--- config.mk ---
export PLATFORM = sky130hd
export DESIGN_NAME = pad_pll_control
export DESIGN_NICKNAME = d
export VERILOG_FILES = /design/src/logic/pad_pll_control.v /design/src/logic/fine_delay_line.v
export VERILOG_INCLUDE_DIRS = /design/src /design/src/logic
export SDC_FILE = /design/constraint.sdc
export NUM_CORES = 1
export LEC_CHECK = 0
export BUFFER_PORTS_ARGS = -buffer_cell sky130_fd_sc_hd__buf_4
export CORE_MARGIN = 2
export CORE_UTILIZATION = 55
export DETAILED_ROUTE_END_ITERATION = 10
export MAX_ROUTING_LAYER = met4
export PLACE_DENSITY = 0.83
export REMOVE_ABC_BUFFERS = 1
export SLEW_MARGIN = 0
export SYNTH_ARGS = -nofsm -noshare
export SYNTH_HDL_FRONTEND = slang
export SYNTH_SLANG_ARGS = --single-unit
--- constraint.sdc ---
create_clock -name clk -period 3.51 [get_ports clk]
set_input_delay 0.702 -clock clk [delete_from_list [all_inputs] [get_ports clk]]
set_output_delay 0.702 -clock clk [all_outputs]
set_load 0.005 [all_outputs]
--- src/logic/pad_pll_defines.vh ---
// constants and register map of the pad-sourced clock synthesizer control
//
// How it works
// - feedback from oscillator, fine delay, phase shifter plus delay, or outside input
// - outside feedback input is taken and also passes the fine delay stage
// - feedback fine delay is the fixed setting or runtime bus bits 3..0
// - fixed feedback delay compensates by (n+1) steps of 150 ps; the code makes each step one 25000 ps clock cycle
// - dynamic relative delay comes from runtime bus bits 7..4
// - fixed relative delay puts port A (n+1) steps of 150 ps behind B; the code makes each step one 25000 ps clock cycle
// - phase shifter divides by 4 in mode 0, by 7 in mode 1
// - shifter selections need phase path; quadrature also needs divide mode 0
// - synthesized clock selection drives the output unshifted
// - half-rate selection divides the synthesized clock by two
// - dividers accept 0..15, 0..63, 1..6 and filter range 0..7
// - low-power input ignored unless the power-down enable is set
// - a port freezes only while low power is high and its enable set
// - port A carries the pad clock, port B the synthesized clock
// - lock high means port B is locked to the pad clock
// - the active-low loop reset resets the loop asynchronously
// - bypass connects the reference clock straight to the generated outputs
// - global and fabric versions of port B carry the same clock
// - runtime delay bus honoured only in dynamic delay mode
`ifndef PAD_PLL_DEFINES_VH
`define PAD_PLL_DEFINES_VH

// ----------------------------------------------------------------
// register offsets
// ----------------------------------------------------------------
`define CFG_OFFSET 8'h00
`define DLY_OFFSET 8'h04
`define DIV_OFFSET 8'h08
`define STAT_OFFSET 8'h0C

// ----------------------------------------------------------------
// field positions
// ----------------------------------------------------------------
`define CFG_PATH_LSB 0
`define CFG_FBMODE_BIT 2
`define CFG_RELMODE_BIT 3
`define CFG_DIVMODE_BIT 4
`define CFG_OUTSEL_LSB 5
`define CFG_PDEN_BIT 7
`define CFG_PDEN_A_BIT 8
`define CFG_PDEN_B_BIT 9
`define DLY_FB_LSB 0
`define DLY_REL_LSB 4
`define DIV_REF_LSB 0
`define DIV_FB_LSB 4
`define DIV_OUT_LSB 10
`define DIV_FILT_LSB 13
`define STAT_LOCK_BIT 0
`define STAT_REJECT_BIT 1

// ----------------------------------------------------------------
// reset values
// ----------------------------------------------------------------
`define CFG_RESET 10'h040
`define DLY_RESET 8'h00
`define DIV_RESET 16'h0400

// ----------------------------------------------------------------
// encodings
// ----------------------------------------------------------------
`define PATH_DIRECT 2'h0
`define PATH_DELAY 2'h1
`define PATH_PHASE 2'h2
`define PATH_OUTSIDE 2'h3
`define SEL_ZERO 2'h0
`define SEL_QUAD 2'h1
`define SEL_SYNTH 2'h2
`define SEL_HALF 2'h3
`define OUT_DIV_MIN 3'h1
`define OUT_DIV_MAX 3'h6
`define SHIFT_DIV7_LAST 3'h6
`define SHIFT_DIV7_HIGH 3'h4

// ----------------------------------------------------------------
// timing
// ----------------------------------------------------------------
`define CLK_PERIOD_PS 25000
`define FINE_STEP_PS 150
`define FINE_STEP_CYC (((`FINE_STEP_PS + `CLK_PERIOD_PS - 1) / `CLK_PERIOD_PS) < 1 ? 1 : \
  ((`FINE_STEP_PS + `CLK_PERIOD_PS - 1) / `CLK_PERIOD_PS))
`define LOCK_EDGES 5'h10

`endif

--- src/logic/pad_pll_control.v ---
// control, feedback selection, lock and output logic of the pad-sourced synthesizer
`timescale 1ns/1ps
`include "pad_pll_defines.vh"

module pad_pll_control (
  clk,
  rstn,
  loopResetN,
  padClockIn,
  outsideFeedbackInput,
  bypassIn,
  lowPowerIn,
  runtimeDelayBus,
  testSerialIn,
  testSerialOut,
  regAddr,
  regWrData,
  regWr,
  regRd,
  regRdData,
  portAGlobalOut,
  portAFabricOut,
  portBGlobalOut,
  portBFabricOut,
  lockOut
);
  input wire clk;
  input wire rstn;
  input wire loopResetN;
  input wire padClockIn;
  input wire outsideFeedbackInput;
  input wire bypassIn;
  input wire lowPowerIn;
  input wire [7:0] runtimeDelayBus;
  input wire testSerialIn;
  output wire testSerialOut;
  input wire [7:0] regAddr;
  input wire [31:0] regWrData;
  input wire regWr;
  input wire regRd;
  output reg [31:0] regRdData;
  output wire portAGlobalOut;
  output wire portAFabricOut;
  output wire portBGlobalOut;
  output wire portBFabricOut;
  output wire lockOut;

  // ----------------------------------------------------------------
  // pin synchronisers: three flops, change taken when 2nd and 3rd agree
  // ----------------------------------------------------------------
  wire [3:0] pinRaw;
  wire [3:0] pinState;
  genvar i;

  assign pinRaw = {bypassIn, lowPowerIn, outsideFeedbackInput, padClockIn};

  generate
    for (i = 0; i < 4; i = i + 1) begin : gSync
      reg s1Reg;
      reg s2Reg;
      reg s3Reg;
      reg stateReg;
      always @(posedge clk) begin
        if (!rstn) begin
          s1Reg <= 1'b0;
          s2Reg <= 1'b0;
          s3Reg <= 1'b0;
          stateReg <= 1'b0;
        end else begin
          s1Reg <= pinRaw[i];
          s2Reg <= s1Reg;
          s3Reg <= s2Reg;
          if (s2Reg == s3Reg) begin
            stateReg <= s3Reg;
          end
        end
      end
      assign pinState[i] = stateReg;
    end
  endgenerate

  wire padState = pinState[0];
  wire outsideState = pinState[1];
  wire lowPowerState = pinState[2];
  wire bypassState = pinState[3];

  // test pins serve factory test only; output parked low
  assign testSerialOut = 1'b0;

  // ----------------------------------------------------------------
  // loop reset: asserts at once, releases on the clock
  // ----------------------------------------------------------------
  reg loopRstMetaReg;
  reg loopRstNReg;

  always @(posedge clk or negedge loopResetN) begin
    if (!loopResetN) begin
      loopRstMetaReg <= 1'b0;
      loopRstNReg <= 1'b0;
    end else begin
      loopRstMetaReg <= 1'b1;
      loopRstNReg <= loopRstMetaReg;
    end
  end

  wire loopHold = !loopRstNReg || !rstn;

  // ----------------------------------------------------------------
  // configuration registers
  // ----------------------------------------------------------------
  reg [9:0] cfgReg;
  reg [7:0] dlyReg;
  reg [15:0] divReg;
  reg rejectReg;

  wire [1:0] fbPath = cfgReg[`CFG_PATH_LSB +: 2];
  wire fbDynamic = cfgReg[`CFG_FBMODE_BIT];
  wire relDynamic = cfgReg[`CFG_RELMODE_BIT];
  wire divMode = cfgReg[`CFG_DIVMODE_BIT];
  wire [1:0] outSel = cfgReg[`CFG_OUTSEL_LSB +: 2];
  wire pdEnable = cfgReg[`CFG_PDEN_BIT];
  wire pdEnableA = cfgReg[`CFG_PDEN_A_BIT];
  wire pdEnableB = cfgReg[`CFG_PDEN_B_BIT];
  wire [2:0] outDiv = divReg[`DIV_OUT_LSB +: 3];

  // reference, feedback dividers and filter take any value their field can hold
  wire [2:0] wrOutDiv = regWrData[`DIV_OUT_LSB +: 3];
  wire divWrOk = (wrOutDiv >= `OUT_DIV_MIN) && (wrOutDiv <= `OUT_DIV_MAX);
  wire divWr = regWr && (regAddr == `DIV_OFFSET);
  wire rejectSet = divWr && !divWrOk;
  wire rejectClr = regWr && (regAddr == `STAT_OFFSET) && regWrData[`STAT_REJECT_BIT];

  always @(posedge clk) begin
    if (!rstn) begin
      cfgReg <= `CFG_RESET;
      dlyReg <= `DLY_RESET;
      divReg <= `DIV_RESET;
      rejectReg <= 1'b0;
    end else begin
      if (regWr && (regAddr == `CFG_OFFSET)) begin
        cfgReg <= regWrData[9:0];
      end
      if (regWr && (regAddr == `DLY_OFFSET)) begin
        dlyReg <= regWrData[7:0];
      end
      // an out-of-range divider write is refused whole
      if (divWr && divWrOk) begin
        divReg <= regWrData[15:0];
      end
      // a refusal in the clearing cycle still sticks
      if (rejectSet) begin
        rejectReg <= 1'b1;
      end else if (rejectClr) begin
        rejectReg <= 1'b0;
      end
    end
  end

  // ----------------------------------------------------------------
  // synthesized clock, half rate and phase shifter
  // ----------------------------------------------------------------
  reg [2:0] halfCntReg;
  reg synthReg;
  reg halfRateReg;
  reg [1:0] johnsonReg;
  reg [2:0] div7Reg;

  wire synthToggle = (halfCntReg >= outDiv - 3'h1);
  wire synthRise = synthToggle && !synthReg;

  always @(posedge clk or negedge loopResetN) begin
    if (!loopResetN) begin
      halfCntReg <= 3'h0;
      synthReg <= 1'b0;
      halfRateReg <= 1'b0;
      johnsonReg <= 2'h0;
      div7Reg <= 3'h0;
    end else if (loopHold) begin
      halfCntReg <= 3'h0;
      synthReg <= 1'b0;
      halfRateReg <= 1'b0;
      johnsonReg <= 2'h0;
      div7Reg <= 3'h0;
    end else begin
      if (synthToggle) begin
        halfCntReg <= 3'h0;
        synthReg <= ~synthReg;
      end else begin
        halfCntReg <= halfCntReg + 3'h1;
      end
      if (synthRise) begin
        halfRateReg <= ~halfRateReg;
        johnsonReg <= {johnsonReg[0], ~johnsonReg[1]};
        div7Reg <= (div7Reg == `SHIFT_DIV7_LAST) ? 3'h0 : div7Reg + 3'h1;
      end
    end
  end

  // divide by 4 gives a quadrature pair; divide by 7 has no 90 degree tap
  wire shiftZero = divMode ? (div7Reg < `SHIFT_DIV7_HIGH) : johnsonReg[0];
  wire shiftQuad = johnsonReg[1];

  // ----------------------------------------------------------------
  // feedback path and fine delay
  // ----------------------------------------------------------------
  // runtime bus only counts in dynamic mode
  wire [3:0] fbTap = fbDynamic ? runtimeDelayBus[3:0] : dlyReg[`DLY_FB_LSB +: 4];
  wire [3:0] relTap = relDynamic ? runtimeDelayBus[7:4] : dlyReg[`DLY_REL_LSB +: 4];
  reg fbRaw;
  wire fbDelayed;
  wire padDelayed;

  always @* begin
    case (fbPath)
      `PATH_DELAY: fbRaw = synthReg;
      `PATH_PHASE: fbRaw = shiftZero;
      `PATH_OUTSIDE: fbRaw = outsideState;
      default: fbRaw = synthReg;
    endcase
  end

  fine_delay_line uFbDelay (
    .clk(clk),
    .rstn(rstn),
    .dataIn(fbRaw),
    .tapSel(fbTap),
    .dataOut(fbDelayed)
  );

  fine_delay_line uRelDelay (
    .clk(clk),
    .rstn(rstn),
    .dataIn(padState),
    .tapSel(relTap),
    .dataOut(padDelayed)
  );

  // direct path skips the delay stage; all others pass it
  wire fbSignal = (fbPath == `PATH_DIRECT) ? synthReg : fbDelayed;

  // ----------------------------------------------------------------
  // lock detect: feedback edge between every pair of pad edges
  // ----------------------------------------------------------------
  reg padPrevReg;
  reg fbPrevReg;
  reg fbSeenReg;
  reg [4:0] lockCntReg;
  reg lockReg;

  wire padRise = padState && !padPrevReg;
  wire fbRise = fbSignal && !fbPrevReg;

  always @(posedge clk or negedge loopResetN) begin
    if (!loopResetN) begin
      padPrevReg <= 1'b0;
      fbPrevReg <= 1'b0;
      fbSeenReg <= 1'b0;
      lockCntReg <= 5'h00;
      lockReg <= 1'b0;
    end else if (loopHold) begin
      padPrevReg <= 1'b0;
      fbPrevReg <= 1'b0;
      fbSeenReg <= 1'b0;
      lockCntReg <= 5'h00;
      lockReg <= 1'b0;
    end else begin
      padPrevReg <= padState;
      fbPrevReg <= fbSignal;
      // a feedback edge on the pad edge counts for the next window
      fbSeenReg <= fbRise || (fbSeenReg && !padRise);
      if (padRise) begin
        if (!fbSeenReg) begin
          lockCntReg <= 5'h00;
          lockReg <= 1'b0;
        end else if (lockCntReg >= `LOCK_EDGES - 5'h01) begin
          lockReg <= 1'b1;
        end else begin
          lockCntReg <= lockCntReg + 5'h01;
        end
      end
    end
  end

  assign lockOut = lockReg;

  // ----------------------------------------------------------------
  // output selection and low-power freeze
  // ----------------------------------------------------------------
  wire phasePath = (fbPath == `PATH_PHASE);
  wire selValid = (outSel == `SEL_SYNTH) || (outSel == `SEL_HALF) ||
                  (phasePath && (outSel == `SEL_ZERO)) ||
                  (phasePath && (outSel == `SEL_QUAD) && !divMode);
  reg selClk;

  always @* begin
    case (outSel)
      `SEL_ZERO: selClk = shiftZero;
      `SEL_QUAD: selClk = shiftQuad;
      `SEL_HALF: selClk = halfRateReg;
      default: selClk = synthReg;
    endcase
    // an illegal shifter choice falls back to the plain synthesized clock
    if (!selValid) begin
      selClk = synthReg;
    end
  end

  wire lowPowerEff = lowPowerState && pdEnable;
  wire freezeA = lowPowerEff && pdEnableA;
  wire freezeB = lowPowerEff && pdEnableB;
  reg portAReg;
  reg portBReg;

  always @(posedge clk) begin
    if (!rstn) begin
      portAReg <= 1'b0;
      portBReg <= 1'b0;
    end else begin
      if (!freezeA) begin
        portAReg <= padDelayed;
      end
      if (!freezeB) begin
        portBReg <= bypassState ? padState : selClk;
      end
    end
  end

  // one flop feeds both copies so they cannot drift apart
  assign portAGlobalOut = portAReg;
  assign portAFabricOut = portAReg;
  assign portBGlobalOut = portBReg;
  assign portBFabricOut = portBReg;

  // ----------------------------------------------------------------
  // register read, data in the cycle after the strobe
  // ----------------------------------------------------------------
  always @(posedge clk) begin
    if (!rstn) begin
      regRdData <= 32'h00000000;
    end else if (regRd) begin
      case (regAddr)
        `CFG_OFFSET: regRdData <= {22'h000000, cfgReg};
        `DLY_OFFSET: regRdData <= {24'h000000, dlyReg};
        `DIV_OFFSET: regRdData <= {16'h0000, divReg};
        `STAT_OFFSET: regRdData <= {26'h0000000, bypassState, freezeB, freezeA,
                                    !selValid, rejectReg, lockReg};
        default: regRdData <= 32'h00000000;
      endcase
    end else begin
      regRdData <= 32'h00000000;
    end
  end
endmodule

--- src/logic/fine_delay_line.v ---
// sixteen-step fine delay stage, tap n gives n+1 steps
`timescale 1ns/1ps
`include "pad_pll_defines.vh"

module fine_delay_line (
  clk,
  rstn,
  dataIn,
  tapSel,
  dataOut
);
  input wire clk;
  input wire rstn;
  input wire dataIn;
  input wire [3:0] tapSel;
  output reg dataOut;

  localparam integer STEP_CYC = `FINE_STEP_CYC;
  // the output flop gives the last cycle, so the chain is one flop short
  localparam integer TAPS = 16 * STEP_CYC - 1;

  reg [TAPS-1:0] tapChain;
  wire [TAPS:0] delayLine;
  genvar i;

  assign delayLine = {tapChain, dataIn};

  // ----------------------------------------------------------------
  // tap chain, one flop per clock of a step
  // ----------------------------------------------------------------
  generate
    for (i = 0; i < TAPS; i = i + 1) begin : gTap
      always @(posedge clk) begin
        if (!rstn) begin
          tapChain[i] <= 1'b0;
        end else if (i == 0) begin
          tapChain[i] <= dataIn;
        end else begin
          tapChain[i] <= tapChain[(i == 0) ? 0 : i - 1];
        end
      end
    end
  endgenerate

  // n selects n+1 steps; output flop is part of the last step
  always @(posedge clk) begin
    if (!rstn) begin
      dataOut <= 1'b0;
    end else begin
      dataOut <= delayLine[(tapSel + 5'h01) * STEP_CYC - 5'h01];
    end
  end
endmodule

==> results by group, run 1 <==
Outcome
  – Status: finished, final reports clean

CTS
  – Post_cts resized: 0
  – Hold Buf Count CTS: 0
  – CTS buffer count: 17
  – Root buf cell: clkbuf_8
  – Worst skew pair latency: 0.51 ns
  – Worst-case clock buffer depth: 2
  – Postcts setup bufs: 0
  – Clock Sinks: 122
  – Reg clk slew, reported paths: ~0.06 ns
  – TritonCTS clock tree: built
  – H-tree Lvls: 4

Worst setup path
  – WS Path Type: flip-flop to flip-flop
  – CP delay by family, top: multiplexers
  – Worst path bufs/invs: 1
  – Crit start category: flip-flop
  – Arrival time worst endpoint: ~3.4 ns
  – Critical-path cell list: mux2i_4 -> inv_1 -> ha_1 -> xor2_2 -> xnor2_1 -> mux4_2 -> mux2_2 -> nor2_2
  – Max stage delay on crit path: approximately 0.65 ns
  – CP max stage cell: dfxtp_1
  – Critical Path Sink Type: flip-flop
  – Critical Path Fanout Max: 8
  – Data required, critical path: approximately 4.0 ns

Placement
  – Final HPWL DP: 7040 um
  – Final weighted congestion in routability-driven placement: slightly above 0.8
  – Number of buffers added on ports: 61
  – Placement Cell Area: ~5700 um2
  – Cell count after placement: ~650

Timing
  – RSZ-0062 raised after global routing: no
  – Min Hold Slack: 0.0578 ns
  – Max-slew violations: 0
  – Skew final: around 0.0062 ns
  – Setup violators final: 0
  – Setup TNS: 0 ns
  – Fmax: between 0.3 and 0.4 GHz
  – Final min period: a little under 3 ns
  – Fin crit share: 82.8%
  – Slew margin rel.: between 50% and 60%
  – Final Hold Viols: 0
  – Worst Max-Slew Pin Slew: just over 0.6 ns

Global routing
  – Largest net degree at the start of global routing: 47
  – GRT overflow: 0
  – Vias in the first global route: approximately 3.5k
  – First-pass GRT wire length: about 16000 um
  – Initial antenna violation count: 0
  – Total GRT Usage: 21.4%

Power
  – Pint: ~0.0024 W
  – Switching share of total power: 22.8%
  – Switch Pwr: approximately 0.00072 W
  – PwrDens: ~500 nW/um2
  – Seq pwr share: between 40 and 50%
  – Max IR drop VDD: around 0.00034 V
  – Logic pwr share: about 3.6%
  – Leakage: around 2.8 nW
  – Power share of the clock group: about half

Route
  – Via count: 3628
  – Initial DRC Count: 152
  – Drt total wl: around 10000 um
  – Drt wl/cell: approximately 15 um
  – Vias/cell: ~5.3
  – DR pass1 iterations: 5
  – Post-route DRC violation count: 0
  – Post-route ant nets: 0

Flow run
  – Max-cap violations: 0

Synth
  – Synth top area cells: dfxtp_1 (39%), mux2i_1 (11%), dfrtp_1 (10%)
  – Top FF cell, synth: dfxtp_1
  – Synth area leader: dfxtp_1
  – Sequential element share of the synthesized area: roughly half
  – Async SR Flop Fraction: between 10% and 20%
  – Top-count cell post-synth: dfxtp_1
  – EDFF count, synth: 0
  – Commonest cells post-synth: dfxtp_1 (101), mux2i_1 (57), nor2_1 (56)
  – Syn avg cell area: between 10 and 15 um2
  – Synth top area share: between 30% and 40%
  – Yosys warnings: 0
  – Seq cells post-synth: about 120
  – Unique cell type count in the Yosys netlist: 47
  – Gate Count Post-Synth: roughly 500
  – Post-Syn Area: 5200 um2

Layout
  – Fill cells: around 660
  – Layout Nets: approximately 630
  – Diodes inserted: 0
  – Post-Layout Cell Count: 681
  – Synthesis-to-layout area growth: 20.0%
  – Layout Cell Area excl Fill: 6240 um2
  – Layout cells sized above 1: between 20% and 30%

Die
  – Cell row count: 35
  – I/O pin total: 96
  – Core Region: between 9000 and 10000 um2
  – Die Ht: 101 um
  – DIE WIDTH: about 100 um
  – Starting Density: 56.6%
  – Die area: 10300 um2

Worst hold path
  – Worst hold path type: input pin to async pin
[metal layers]
| layer | global-route usage (%) | wire (um) | part of all wire [%] | up-vias |
|---|---|---|---|---|
| li1 | - | - | - | 1787 |
| met1 | 26.5 | 4630 | 45 | 1709 |
| met2 | 33.0 | 4850 | 48 | 114 |
| met3 | 6.07 | 530 | 5.2 | 18 |
| met4 | 8.94 | 188 | 1.8 | 0 |
| met5 | - | 0 | 0 | - |
[cell type report]
type                    count  area (um2)  share of cell area [%]
well taps                 111         139                    2.22
flip-flops and latches    122        2550                    40.8
clock buffers              18         428                    6.85
inverters                  12        45.0                   0.721
repair buffers             68         510                    8.18
clock inverters            14         138                    2.20
multi-input cells         336        2440                    39.0
[sequential cells by signal, summed over array words and instances, names as in the netlist, 2 cells and up]
signal	flops
divReg	16
regRdData	16
uFbDelay.delayLine	15
uRelDelay.delayLine	15
cfgReg	10
dlyReg	8
lockCntReg	5
gSync.s1Reg	4
gSync.s2Reg	4
gSync.s3Reg	4
div7Reg	3
gSync.stateReg	3
halfCntReg	3
johnsonReg	2
[metrics by stage]
step                      power (W)  util [%]  worst slack, ns
after floorplan             0.00148         -            0.626
after global placement      0.00155      61.7            0.711
after detailed placement    0.00155      61.7            0.645
after CTS                   0.00317      67.9            0.623
after global routing        0.00326      67.9            0.510
final                       0.00315      67.9            0.604
[cells by family (layout without fill, tap and decap cells)]
family,count (synthesis),count (layout),share of synthesized area [%]
other,2,18,0.144
AOI/OAI and AO/OA,55,55,6.63
muxes,75,75,17.7
DFF,122,122,48.9
and+or+nand+nor,168,168,16.5
xor gates and xnor gates,9,9,1.92
buffers and inverters,52,112,5.50
adders and majority gates,11,11,2.64
[power by group through the flow]
stage / sequential (W) / clock (W) / combinational, W
final: 0.00141 / 0.00162 / 0.000113
after global routing: 0.00141 / 0.00172 / 0.000125
after CTS: 0.00141 / 0.00164 / 0.000114
after detailed placement: 0.00144 / 0 / 0.000113
after global placement: 0.00144 / 0 / 0.000111
after floorplan: 0.00144 / 0 / 0.0000415
[cells in the final DEF (no fill, tap or decap), types with 4 or more instances in the layout]
| master | n |
|---|---|
| dfrtp_1 | 21 |
| a21oi_1 | 19 |
| clkbuf_16 | 16 |
| mux2_2 | 5 |
| nor3_1 | 4 |
| inv_1 | 12 |
| and2_1 | 48 |
| dfxtp_1 | 101 |
| mux2i_1 | 57 |
| xnor2_1 | 7 |
| nand3_1 | 7 |
| nor2b_1 | 12 |
| buf_4 | 68 |
| inv_6 | 5 |
| o21ai_0 | 11 |
| mux4_2 | 11 |
| nand2_1 | 19 |
| ha_1 | 11 |
| clkinv_4 | 6 |
| nor2_1 | 56 |
| conb_1 | 18 |
| a31oi_1 | 6 |
| and3_1 | 6 |
[final timing paths]
| path | start | endpoint | slack [ns] | cells after the start |
|---|---|---|---|---|
| worst max-delay path | cfgReg[3]$_SDFFE_PN0P_ | uRelDelay.dataOut$_SDFF_PN0_ | 0.60 | 8 |
| min in group clk | loopRstMetaReg$_DFF_PN0_ | loopRstNReg$_DFF_PN0_ | 0.36 | 0 |
| max in group asynchronous | loopResetN | halfRateReg$_DFFE_PN0P_ | 3.24 | 1 |
| worst min register to register | loopRstMetaReg$_DFF_PN0_ | loopRstNReg$_DFF_PN0_ | 0.36 | 0 |
| worst max register to register | cfgReg[3]$_SDFFE_PN0P_ | uRelDelay.dataOut$_SDFF_PN0_ | 0.60 | 8 |
| worst min-delay path | loopResetN | lockCntReg[2]$_DFFE_PN0P_ | 0.06 | 1 |
Power figures use the tool's default switching activity.
==> inputs of run 2 (changes only) <==
--- a/config.mk
+++ b/config.mk
@@ -6,12 +6,13 @@
 export SDC_FILE = /design/constraint.sdc
 export NUM_CORES = 1
 export LEC_CHECK = 0
+export ABC_AREA = 1
 export BUFFER_PORTS_ARGS = -buffer_cell sky130_fd_sc_hd__buf_4
 export CORE_MARGIN = 2
-export CORE_UTILIZATION = 55
+export CORE_UTILIZATION = 50
 export DETAILED_ROUTE_END_ITERATION = 10
 export MAX_ROUTING_LAYER = met4
-export PLACE_DENSITY = 0.83
+export PLACE_DENSITY = 0.79
 export REMOVE_ABC_BUFFERS = 1
 export SLEW_MARGIN = 0
 export SYNTH_ARGS = -nofsm -noshare
==> constraint.sdc (replaced) <==
create_clock -name clk -period 2.35 [get_ports clk]
set_input_delay 0.47 -clock clk [delete_from_list [all_inputs] [get_ports clk]]
set_output_delay 0.47 -clock clk [all_outputs]
set_load 0.005 [all_outputs]
==> run 2 against run 1 <==
Net effect: sequential power up 50%; maximum frequency rose by 36%; critical path depth is 2 higher; clock power up 69%; largest power group unchanged.
==> results by group, run 2 <==
Synth
  – Unique cell type count in the Yosys netlist: 38 (was 47)
  – Syn avg cell area: 7.25 um2 (was 10.5 um2)
  – Yosys warnings: 0 (unchanged)
  – Top-count cell post-synth: nand2_1 (was dfxtp_1)
  – Top FF cell, synth: dfxtp_1 (unchanged)
  – Synth top area cells: dfxtp_1 (37%), nand2_1 (16%), dfrtp_1 (9.7%) (was dfxtp_1 (39%), mux2i_1 (11%), dfrtp_1 (10%))
  – Synth Area in Adders: 2.54% (was 2.64%)
  – Gate Count Post-Synth: 749 (was 494)
  – Post-synthesis simple-gate area fraction: 29.5% (was 16.5%)
  – Xor/xnor cell area share of the yosys netlist: 0.323% (was 1.92%)
  – Async SR Flop Fraction: 17.2% (unchanged)
  – EDFF count, synth: 0 (unchanged)
  – Main combinational cell family by area after synthesis: simple AND/OR/NAND/NOR gates (was multiplexers)
  – Synth top area share: 37.3% (was 38.8%)
  – Synth Area in Compound Gates: 8.76% (was 6.63%)
  – Synth area leader: dfxtp_1 (unchanged)
  – Sequential element share of the synthesized area: 46.9% (was 48.9%)
  – Commonest cells post-synth: nand2_1 (231), dfxtp_1 (101), inv_1 (100) (was dfxtp_1 (101), mux2i_1 (57), nor2_1 (56))
  – Post-Syn Area: 5430 um2 (was 5200 um2)
  – Multiplexer share of the synthesized area: 0% (was 17.7%)
  – Seq cells post-synth: 122 (unchanged)

CTS
  – Root buf cell: clkbuf_8 (unchanged)
  – Post_cts resized: 0 (unchanged)
  – H-tree Lvls: 4 (unchanged)
  – CTS buffer count: 17 (unchanged)
  – Worst skew pair latency: 0.52 ns (was 0.51 ns)
  – Worst-case clock buffer depth: 2 (unchanged)
  – TritonCTS clock tree: built (unchanged)
  – Clock Sinks: 122 (unchanged)
  – Reg clk slew, reported paths: 0.06 ns (about the same)

Power
  – Max IR drop VDD: 0.000425 V (was 0.000336 V)
  – PwrDens: 762 nW/um2 (was 504 nW/um2)
  – Leakage: 3.30 nW (was 2.76 nW)

Worst hold path
  – WHS Path Cells: 3
  – Worst hold path type: input pin to flip-flop (was input pin to async pin)
  – Hold path startpoint: lowPowerIn

Worst setup path
  – Crit start category: flip-flop (unchanged)
  – Arrival time worst endpoint: 2.56 ns (was 3.36 ns)
  – Critical Path Sink Type: flip-flop (unchanged)
  – Max stage delay on crit path: 0.31 ns (was 0.65 ns)
  – Critical Path Fanout Max: 5 (was 8)
  – Worst r2r src: divReg[10]$_SDFFE_PN1P_ (was cfgReg[3]$_SDFFE_PN0P_)
  – Critical-path cell list: inv_1 -> ha_1 -> xnor2_1 -> ha_1 -> nand2_1 -> o211ai_1 -> nand2_1 -> nor2_1 -> inv_1 -> o21ai_0 (was mux2i_4 -> inv_1 -> ha_1 -> xor2_2 -> xnor2_1 -> mux4_2 -> mux2_2 -> nor2_2)
  – WS Path Type: flip-flop to flip-flop (unchanged)
  – CP delay by family, top: adder cells (was multiplexers)
  – Stages on the worst setup path: 10 (was 8)
  – CP startpoint: divReg[10]$_SDFFE_PN1P_ (was cfgReg[3]$_SDFFE_PN0P_)
  – Data required, critical path: 2.78 ns (was 3.96 ns)
  – Worst path bufs/invs: 2 (was 1)
  – CP max stage cell: ha_1 (was dfxtp_1)
  – FF-to-FF path depth: 10 (was 8)

Route
  – Vias/cell: 4.89 (was 5.33)
  – Via count: 4744 (was 3628)
  – Post-route ant nets: 0 (unchanged)
  – Initial DRC Count: 232 (was 152)
  – Post-route DRC violation count: 0 (unchanged)
  – Drt wl/cell: 12.3 um (was 15.0 um)
  – DR pass1 iterations: 5 (unchanged)
  – Drt total wl: 11900 um (was 10200 um)

Die
  – Core Region: 10700 um2 (was 9200 um2)
  – Cell row count: 38 (was 35)
  – Die Ht: 108 um (was 101 um)
  – DIE WIDTH: 108 um (was 101 um)
  – Die area: 11700 um2 (was 10300 um2)
  – Starting Density: 50.7% (was 56.6%)
  – I/O pin total: 96 (unchanged)

Layout
  – Synthesis-to-layout area growth: 21.7% (was 20.0%)
  – Fill cells: 920 (was 656)
  – Diodes inserted: 0 (unchanged)
  – Top flop regs: divReg (16), regRdData (16) (unchanged)
  – Layout Cell Area excl Fill: 6610 um2 (was 6240 um2)
  – Fin util: 61.8% (was 67.9%)
  – Layout cells sized above 1: 15.0% (was 21.4%)
  – Layout Nets: 888 (was 626)
  – Leading cell type in the layout, fill and taps excluded: nand2_1 (was dfxtp_1)
  – Most frequent cells in the layout: nand2_1 (231), dfxtp_1 (101), inv_1 (100) (was dfxtp_1 (101), buf_4 (68), mux2i_1 (57))

Global routing
  – Vias in the first global route: 4335 (was 3543)
  – First-pass GRT wire length: 19600 um (was 16400 um)
  – Initial antenna violation count: 0 (unchanged)
  – Total GRT Usage: 22.2% (was 21.4%)
  – GRT overflow: 0 (unchanged)
  – Largest net degree at the start of global routing: 31 (was 47)

Timing
  – Worst Max-Slew Pin Slew: 0.598 ns (was 0.620 ns)
  – Max-slew violations: 0 (unchanged)
  – Fin crit share: 90.8% (was 82.8%)
  – Final Hold Viols: 0 (unchanged)
  – Skew final: 0.00797 ns (was 0.00618 ns)
  – Setup violators final: 0 (unchanged)
  – Setup TNS: 0 ns (unchanged)
  – Slew margin rel.: 59.9% (was 58.5%)
  – RSZ-0062 raised after global routing: no (unchanged)
  – Fmax: 0.469 GHz (was 0.344 GHz)
  – Final min period: 2.13 ns (was 2.91 ns)

Placement
  – Final HPWL DP: 8250 um (was 7040 um)
  – Placement Cell Area: 5970 um2 (was 5680 um2)
  – Number of buffers added on ports: 61 (unchanged)
  – Final weighted congestion in routability-driven placement: 0.842 (was 0.817)

Outcome
  – Status: finished, final reports clean (unchanged)

Flow run
  – Max-cap violations: 0 (unchanged)
run 2: changes by cell type after synthesis, moves of 11 or more:
| cell | before | now |
|---|---|---|
| nor2_1 | 56 | 76 |
| nand3_1 | 7 | 50 |
| and2_1 | 48 | 0 |
| o21ai_0 | 11 | 41 |
| nor2b_1 | 12 | 0 |
| mux4_2 | 11 | 0 |
| inv_1 | 12 | 100 |
| mux2i_1 | 57 | 0 |
| nand2_1 | 19 | 231 |
run 2: cell type report:
| type | instances | area, um2 | share of cell area (%) |
|---|---|---|---|
| Clock buffer | 25 | 495 | 7.50 |
| Clock inverter | 6 | 133 | 2.01 |
| Multi-Input combinational cell | 498 | 2300 | 34.8 |
| Inverter | 107 | 404 | 6.12 |
| Timing Repair Buffer | 73 | 551 | 8.33 |
| Tap cell | 140 | 175 | 2.65 |
| Sequential cell | 122 | 2550 | 38.6 |
run 2: final timing paths:
check | end | slack [ns]
max | johnsonReg[1]$_DFFE_PN0P_ | 0.22
max in group asynchronous | halfRateReg$_DFFE_PN0P_ | 1.76
max reg2reg | johnsonReg[1]$_DFFE_PN0P_ | 0.22
min reg2reg | loopRstNReg$_DFF_PN0_ | 0.34
min | gSync[2].s1Reg$_SDFF_PN0_ | 0.13
min in group asynchronous | lockCntReg[0]$_DFFE_PN0P_ | 0.38
run 2: logic make-up after synthesis:
family	count (synthesis)
AND/OR/NAND/NOR	382
buffers and inverters	145
flip-flops	122
AO/OA/AOI/OAI	85
adder cells (fa/ha/maj)	11
XOR/XNOR	2
other	2
run 2: where the power goes:
group	internal, W	switching [W]
Sequential	0.00210	0.0000109
Combinational	0.0000756	0.000113
Clock	0.00186	0.000876
Total	0.00404	0.00100
run 2: routing by layer:
metal	vias to the layer above	wire [um]	part of all wire, %	GRT usage [%]
li1	2430	-	-	-
met1	2159	5370	45	26.4
met2	132	5710	48	35.9
met3	23	626	5.3	6.15
met4	0	221	1.9	8.15
met5	-	0	0	-
run 2: worst min-delay path: stages:
cell and delay, ns:
buf_4 0.07, nand2_1 0.04, inv_1 0.04
run 2: what timing repair did:
item	CTS	global route
setup buffers	0	0
hold buffers	1	0
endpoints found under the hold margin	21	0
run 2: metrics by stage:
| step | hold WS [ns] | setup WS [ns] | cells | power [W] |
|---|---|---|---|---|
| global route | 0.130 | 0.0563 | 971 | 0.00520 |
| detailed placement | 0.337 | 0.255 | 939 | 0.00234 |
| global placement | 0.333 | 0.310 | 939 | 0.00233 |
| finish | 0.134 | 0.217 | 971 | 0.00504 |
| CTS | 0.123 | 0.219 | 971 | 0.00506 |
| floorplan | 0.174 | 0.328 | 727 | 0.00222 |
